File: src/rtl/rcl_pkg.sv
// package: constants for the return and configuration-load decoder
package rcl_pkg;
	localparam int WORD_W = 14;
	localparam int DATA_W = 8;
	localparam int PC_W = 13;
	localparam logic [13:0] OP_RET_IRQ = 14'h0009;
	localparam logic [13:0] OP_LOAD_CFG = 14'h0062;
	localparam logic [13:0] RETLIT_MASK = 14'h3C00;
	localparam logic [13:0] RETLIT_MATCH = 14'h3400;
	localparam int IRQ_ENABLE_BIT = 7;
	localparam logic [7:0] CFG_RESET = 8'hFF;
	localparam logic [7:0] IRQ_CTL_RESET = 8'h00;
	localparam int OST_PERIODS = 1024;
	localparam int OST_CNT_W = 11;
	localparam logic [1:0] MULTI_CYCLES = 2'h2;
	typedef enum logic [1:0] {
		RCL_IDLE,
		RCL_SECOND
	} rcl_state_e;
endpackage : rcl_pkg

File: src/rtl/rcl_ost_if.sv
// interface: start-up hold between top and timer
interface rcl_ost_if;
	logic osc_tick;
	logic hold;
	modport timer (input osc_tick, output hold);
	modport core (output osc_tick, input hold);
endinterface : rcl_ost_if

File: src/rtl/rcl_decoder.sv
// decoder and executor for return-from-interrupt, return-with-literal and load-config
// Behaviour
// [RULE_01] return-from-interrupt pops stack, top value goes to the program counter, one word
// [RULE_02] return-from-interrupt sets global interrupt enable, bit 7; no status flags change
// [RULE_03] return-from-interrupt takes two instruction cycles
// [RULE_04] load-config copies accumulator into timer config register, one cycle, flags kept
// [RULE_05] config register is also read and written through data-memory addressing
// [RULE_06] software should prefer direct addressing over the load-config opcode
// [RULE_07] return-with-literal loads literal into accumulator, pops stack, two cycles
// [RULE_08] start-up timer holds the core in reset for 1024 oscillator periods
module rcl_decoder
	import rcl_pkg::*;
#(
	parameter int OST_COUNT = rcl_pkg::OST_PERIODS
) (
	input wire logic clock_in, // core clock
	input wire logic rst_in, // synchronous reset, active high
	input wire logic osc_tick_in, // one pulse per oscillator period
	input wire logic instr_valid_in, // fetched word present
	input wire logic [rcl_pkg::WORD_W-1:0] instr_in, // fetched word
	input wire logic [rcl_pkg::PC_W-1:0] stack_top_value_in, // top of hardware stack
	input wire logic [rcl_pkg::DATA_W-1:0] acc_in, // working accumulator
	input wire logic cfg_wr_in, // data-memory write to config register
	input wire logic [rcl_pkg::DATA_W-1:0] cfg_wdata_in, // data-memory write value
	input wire logic irq_ctl_wr_in, // data-memory write to interrupt control
	input wire logic [rcl_pkg::DATA_W-1:0] irq_ctl_wdata_in, // write value
	output logic core_hold_out, // core held in reset
	output logic busy_out, // second cycle of a two-cycle op
	output logic stack_pop_out, // pop pulse
	output logic pc_load_out, // load program counter pulse
	output logic [rcl_pkg::PC_W-1:0] pc_value_out, // value for program counter
	output logic acc_load_out, // load accumulator pulse
	output logic [rcl_pkg::DATA_W-1:0] acc_value_out, // value for accumulator
	output logic [rcl_pkg::DATA_W-1:0] cfg_reg_out, // timer/watchdog config register
	output logic [rcl_pkg::DATA_W-1:0] interrupt_control_reg_out // interrupt control register
);
	initial begin
		if (OST_COUNT < 1) $error("OST_COUNT must be positive");
	end

	function automatic logic is_ret_lit(input logic [WORD_W-1:0] w);
		return (w & RETLIT_MASK) == RETLIT_MATCH;
	endfunction : is_ret_lit

	// ********************
	// start-up hold
	// ********************
	rcl_ost_if ost_if ();
	logic osc_s1_reg;
	logic osc_s2_reg;
	logic osc_s3_reg;
	assign ost_if.osc_tick = osc_s2_reg & ~osc_s3_reg;

	rcl_ost #(
		.PERIODS(OST_COUNT)
	) u_ost (
		.clock_in(clock_in),
		.rst_in(rst_in),
		.ost(ost_if.timer)
	);

	always_ff @(posedge clock_in) begin
		if (rst_in) begin
			osc_s1_reg <= 1'b0;
			osc_s2_reg <= 1'b0;
			osc_s3_reg <= 1'b0;
		end else begin
			osc_s1_reg <= osc_tick_in;
			osc_s2_reg <= osc_s1_reg;
			osc_s3_reg <= osc_s2_reg;
		end
	end

	// ********************
	// decode and execute
	// ********************
	rcl_state_e state_reg;
	rcl_state_e state_next;
	logic hold_reg;
	logic hold_next;
	logic busy_reg;
	logic busy_next;
	logic pop_reg;
	logic pop_next;
	logic pc_ld_reg;
	logic pc_ld_next;
	logic [PC_W-1:0] pc_reg;
	logic [PC_W-1:0] pc_next;
	logic acc_ld_reg;
	logic acc_ld_next;
	logic [DATA_W-1:0] accv_reg;
	logic [DATA_W-1:0] accv_next;
	logic [DATA_W-1:0] cfg_reg;
	logic [DATA_W-1:0] cfg_next;
	logic [DATA_W-1:0] ictl_reg;
	logic [DATA_W-1:0] ictl_next;

	always_comb begin
		state_next = state_reg;
		hold_next = ost_if.hold; // see [RULE_08]
		busy_next = 1'b0;
		pop_next = 1'b0;
		pc_ld_next = 1'b0;
		pc_next = pc_reg;
		acc_ld_next = 1'b0;
		accv_next = accv_reg;
		cfg_next = cfg_reg;
		ictl_next = ictl_reg;
		// direct data-memory access keeps the register usable without the legacy opcode
		if (cfg_wr_in) begin
			cfg_next = cfg_wdata_in; // see [RULE_05]
		end
		if (irq_ctl_wr_in) begin
			ictl_next = irq_ctl_wdata_in;
		end
		if (ost_if.hold) begin
			state_next = RCL_IDLE;
		end else begin
			case (state_reg)
				RCL_IDLE: begin
					if (instr_valid_in) begin
						if (instr_in == OP_RET_IRQ) begin
							pop_next = 1'b1; // see [RULE_01]
							pc_ld_next = 1'b1;
							pc_next = stack_top_value_in;
							ictl_next[IRQ_ENABLE_BIT] = 1'b1; // see [RULE_02]
							busy_next = 1'b1; // see [RULE_03]
							state_next = RCL_SECOND;
						end else if (is_ret_lit(instr_in)) begin
							pop_next = 1'b1; // see [RULE_07]
							pc_ld_next = 1'b1;
							pc_next = stack_top_value_in;
							acc_ld_next = 1'b1;
							accv_next = instr_in[DATA_W-1:0];
							busy_next = 1'b1;
							state_next = RCL_SECOND;
						end else if (instr_in == OP_LOAD_CFG) begin
							cfg_next = acc_in; // see [RULE_04]
						end
					end
				end
				RCL_SECOND: begin
					// second cycle flushes the fetched word; nothing executes
					state_next = RCL_IDLE;
				end
				default: begin
					state_next = RCL_IDLE;
				end
			endcase
		end
	end

	always_ff @(posedge clock_in) begin
		if (rst_in) begin
			state_reg <= RCL_IDLE;
			hold_reg <= 1'b1;
			busy_reg <= 1'b0;
			pop_reg <= 1'b0;
			pc_ld_reg <= 1'b0;
			pc_reg <= '0;
			acc_ld_reg <= 1'b0;
			accv_reg <= '0;
			cfg_reg <= CFG_RESET;
			ictl_reg <= IRQ_CTL_RESET;
		end else begin
			state_reg <= state_next;
			hold_reg <= hold_next;
			busy_reg <= busy_next;
			pop_reg <= pop_next;
			pc_ld_reg <= pc_ld_next;
			pc_reg <= pc_next;
			acc_ld_reg <= acc_ld_next;
			accv_reg <= accv_next;
			cfg_reg <= cfg_next;
			ictl_reg <= ictl_next;
		end
	end

	assign core_hold_out = hold_reg;
	assign busy_out = busy_reg;
	assign stack_pop_out = pop_reg;
	assign pc_load_out = pc_ld_reg;
	assign pc_value_out = pc_reg;
	assign acc_load_out = acc_ld_reg;
	assign acc_value_out = accv_reg;
	assign cfg_reg_out = cfg_reg;
	assign interrupt_control_reg_out = ictl_reg;
endmodule : rcl_decoder

File: src/rtl/rcl_ost.sv
// oscillator start-up timer: holds the core in reset for a count of oscillator periods
module rcl_ost #(
	parameter int PERIODS = rcl_pkg::OST_PERIODS
) (
	input wire logic clock_in, // core clock
	input wire logic rst_in, // synchronous reset
	rcl_ost_if.timer ost // tick in, hold out
);
	import rcl_pkg::*;
	initial begin
		if (PERIODS < 1 || PERIODS >= (1 << OST_CNT_W)) $error("PERIODS out of range");
	end
	logic [OST_CNT_W-1:0] cnt_reg;
	logic [OST_CNT_W-1:0] cnt_next;
	logic hold_reg;
	logic hold_next;
	always_comb begin
		cnt_next = cnt_reg;
		hold_next = hold_reg;
		if (hold_reg && ost.osc_tick) begin
			cnt_next = cnt_reg + 1'b1;
			if (cnt_reg == OST_CNT_W'(PERIODS - 1)) begin
				hold_next = 1'b0; // see [RULE_08]
			end
		end
	end
	always_ff @(posedge clock_in) begin
		if (rst_in) begin
			cnt_reg <= '0;
			hold_reg <= 1'b1;
		end else begin
			cnt_reg <= cnt_next;
			hold_reg <= hold_next;
		end
	end
	assign ost.hold = hold_reg;
endmodule : rcl_ost

File: config.mk
export PLATFORM = sky130hd
export DESIGN_NAME = rcl_decoder
export DESIGN_NICKNAME = d
export VERILOG_FILES = /design/src/rtl/rcl_pkg.sv /design/src/rtl/rcl_ost_if.sv /design/src/rtl/rcl_decoder.sv /design/src/rtl/rcl_ost.sv
export SDC_FILE = /design/constraint.sdc
export NUM_CORES = 1
export LEC_CHECK = 0
export ABC_AREA = 1
export BUFFER_PORTS_ARGS = -buffer_cell sky130_fd_sc_hd__buf_2
export CAP_MARGIN = 20
export CORE_ASPECT_RATIO = 1.25
export CORE_MARGIN = 2
export CORE_UTILIZATION = 50
export CTS_BUF_LIST = sky130_fd_sc_hd__clkbuf_4
export DETAILED_ROUTE_END_ITERATION = 6
export HOLD_SLACK_MARGIN = 0.15
export PLACE_DENSITY = 0.79
export SLEW_MARGIN = 20
export SYNTH_ARGS = -nofsm -noshare
export SYNTH_HDL_FRONTEND = slang
export SYNTH_HIERARCHICAL = 1
export SYNTH_SLANG_ARGS = --single-unit
File: constraint.sdc
create_clock -name clock_in -period 1.35 [get_ports clock_in]
set_input_delay 0.27 -clock clock_in [delete_from_list [all_inputs] [get_ports clock_in]]
set_output_delay 0.27 -clock clock_in [all_outputs]
set_load 0.02 [all_outputs]
==> reports/results.txt <==
post-layout net count: 516
CP cell instances: inv_2 > nor2_2 > nand2_2 > nor2_4 > nand2_4 > nor2_4 > nand3_2 > nand2_1 > nand2_1
1st-iter DRT viols: 90
syn_area_per_cell: 7.488 µm²
reg2reg setup slack: 0.13 ns
GR peak layer: met2
final hold vios: 0
Hold Crit Start: instr_in[5]
area of the core: 0.004765 mm²
Clock Power Share: 30.4%
Comb power frac: 12.3%
initial antenna violation count: 0
worst relative slew slack: 84.17%
Antenna Violating Nets Remaining: 0
total power: 0.002980 W
flip-flop count of the largest register after layout: 13
vias in the first global route: 2262
H-tree level count: 2
Port Buffers: 98
Num CTS Buffers: 5
critical path arrival: 1.49 ns
R2R cell count: 9
Area Growth Syn to Fin: 35.57%
async set or reset register ratio after synthesis: 0%
cells after synthesis: 333
worst min-delay path category: input port to flip-flop
Post-Route WL: 5.696 mm
P per Cell Area: 881.4 mW/mm²
Total Routing Usage GR: 20.86%
Synth Flop Type: dfxtp_1
worst hold endpoint: acc_value_out[5]
Place WS: -0.01320 ns
clock sinks: 56
first-pass GRT wire length: 9.321 mm
CTS tree: built
Die Y-Extent: 82.96 µm
Critical Path Max Stage Delay: 0.35 ns
dpl hpwl: 4.076 mm
endpoints failing setup: 0
CTS Root Cell: clkbuf_4
Syn Nets: 391
status: finished clean
Crit Path Max Fanout: 6
Die X: 67.17 µm
Synth Register Bits: 56
Worst Clk Skew: 0.01065 ns
fmax: 817.5 MHz
Via density: 4.697
Starting Density: 52.34%
Final Max Tran Viols: 0
Pre-Repair DR Iteration Count: 4
hold path depth: 3
slowest CP cell: dfxtp_2
Post-Syn Area: 0.002494 mm²
row count: 28
Max Root-Sink Buffers: 2
final hold slack: 0.1588 ns
most frequent cells in the layout: buf_2, nor2_1, dfxtp_1, nand2_1, inv_1
Setup crit start kind: flip-flop
Seq/Total Area, Yosys: 44.96%
final instance area: 0.003381 mm²
P_leak: 1.690 nW
total die area: 0.005572 mm²
# DRC: 0
Least-Margin Pin Slew: 0.2372 ns
worst setup margin: 0.1267 ns
met1 Use GR: 22.42%
most common cell after layout, fill and taps aside: buf_2
FILL cells: 397
min cycle time layout: 1.223 ns
GP Congestion: 0.8673
Distinct cells, synth: 31
Peak VDD IR: 0.0007412 V
CP endpoint kind: flip-flop
placed standard-cell area: 0.003073 mm²
FF-to-FF Start: osc_s2_reg
largest net degree at the start of global routing: 37
vias: 2438
Net Sw Frac: 23.43%
Sw Pwr: 0.0006981 W
CTS clk-pin slew, worst paths: 0.15 ns
register share of total power: 57.3%
critical path class: flip-flop to flip-flop
global route overflow: 0
max_cap viols: 0
Warnings, synthesis: 6
Antenna Cells: 0
fin crit share: 90.61%
GR Layer Usage met3: 4.607%
EDFF count, synth: 0
Req. time, crit path: 1.62 ns
worst reg2reg endpoint: u_ost/ost.hold
WL per Instance: 10.97 µm
grt met2 use: 39.42%
P_int: 0.002282 W
layout cells sized above 1: 33.77%
RSZ-0062 raised after global routing: no
# IOs: 99
Clk Latency, worst-skew pair: 0.37 ns
stage by stage:
step / setup TNS [ns] / std cells / util, %
after floorplan: 0 / 333 / -
after global placement: 0 / 489 / 64.50
final: 0 / 519 / 70.96
after CTS: 0 / 517 / 70.38
after global routing: 0 / 519 / 70.96
after detailed placement: -0.01320 / 489 / 64.50
logic make-up after synthesis:
| family | Yosys count | synth area share, % |
|---|---|---|
| AO/OA/AOI/OAI | 34 | 7.275 |
| adder cells (fa/ha/maj) | 1 | 0.5017 |
| buffers and inverters | 55 | 9.884 |
| flip-flops | 56 | 44.96 |
| multiplexers | 8 | 3.613 |
| AND/OR/NAND/NOR | 179 | 33.77 |
worst max-delay path, delay by kind of cell, from the launching register on:
family | cells | cell delay, ns
AND/OR/NAND/NOR | 8 | 0.75
flip-flops | 1 | 0.35
buffers and inverters | 1 | 0.03
worst max path at each step:
| stage | startpoint | endpoint | slack [ns] | depth (start not counted) |
|---|---|---|---|---|
| finish | osc_s2_reg | u_ost/ost.hold | 0.13 | 9 |
| global route | u_ost/ost.hold | cfg_reg_out[3] | 0.005 | 6 |
| CTS | u_ost/ost.hold | pc_value_out[8] | 0.05 | 7 |
| detailed placement | instr_in[4] | pc_value_out[8] | -0.01 | 9 |
| global placement | instr_in[6] | pc_value_out[0] | 0.03 | 9 |
| floorplan | u_ost/ost.hold | cfg_reg_out[0] | 0.20 | 6 |
metal layers:
metal,up-vias,wire (µm)
met5,-,0
met4,0,72
met3,6,367
met2,72,2926
met1,1068,2329
li1,1292,-
power by group through the flow:
stage | Clock, W | Sequential, W | Combinational [W]
floorplan | 0 | 0.00178 | 0.000133
global placement | 0 | 0.00174 | 0.000313
detailed placement | 0 | 0.00174 | 0.000318
CTS | 0.000922 | 0.00171 | 0.000364
global route | 0.000984 | 0.00171 | 0.000405
finish | 0.000906 | 0.00171 | 0.000365
cells in the mapped netlist (2+ instances only):
master,number,area (µm²)
o21ai_1,2,10.01
inv_2,3,11.26
nand2_2,6,37.54
a21oi_1,9,45.04
buf_4,2,15.01
nor2_1,73,274.0
mux2_2,8,90.09
dfxtp_1,56,1121
nand2_4,2,22.52
o21a_1,2,15.01
nor3_1,2,10.01
nor2_4,8,90.09
inv_1,39,146.4
a31oi_1,2,12.51
nand4_1,4,25.02
nand2_1,48,180.2
nor2_2,3,18.77
o21ai_0,18,90.09
nand3_1,30,150.1
buf_2,5,25.02
cell type report:
| class | count | area (µm²) | area share, % |
|---|---|---|---|
| clock buffers | 6 | 45.04 | 1.332 |
| clock inverters | 2 | 35.03 | 1.036 |
| inverters | 44 | 167.7 | 4.959 |
| multi-input cells | 222 | 1137 | 33.64 |
| flip-flops and latches | 56 | 1122 | 33.20 |
| well taps | 60 | 75.07 | 2.221 |
| repair buffers | 129 | 798.3 | 23.61 |
timing repair:
action,in CTS,in global routing
hold endpoints to repair,20,0
resized for setup,0,5
endpoints found under the setup margin,0,19
buffers inserted,0,2
hold buffers,20,0
Power figures use the tool's default switching activity.
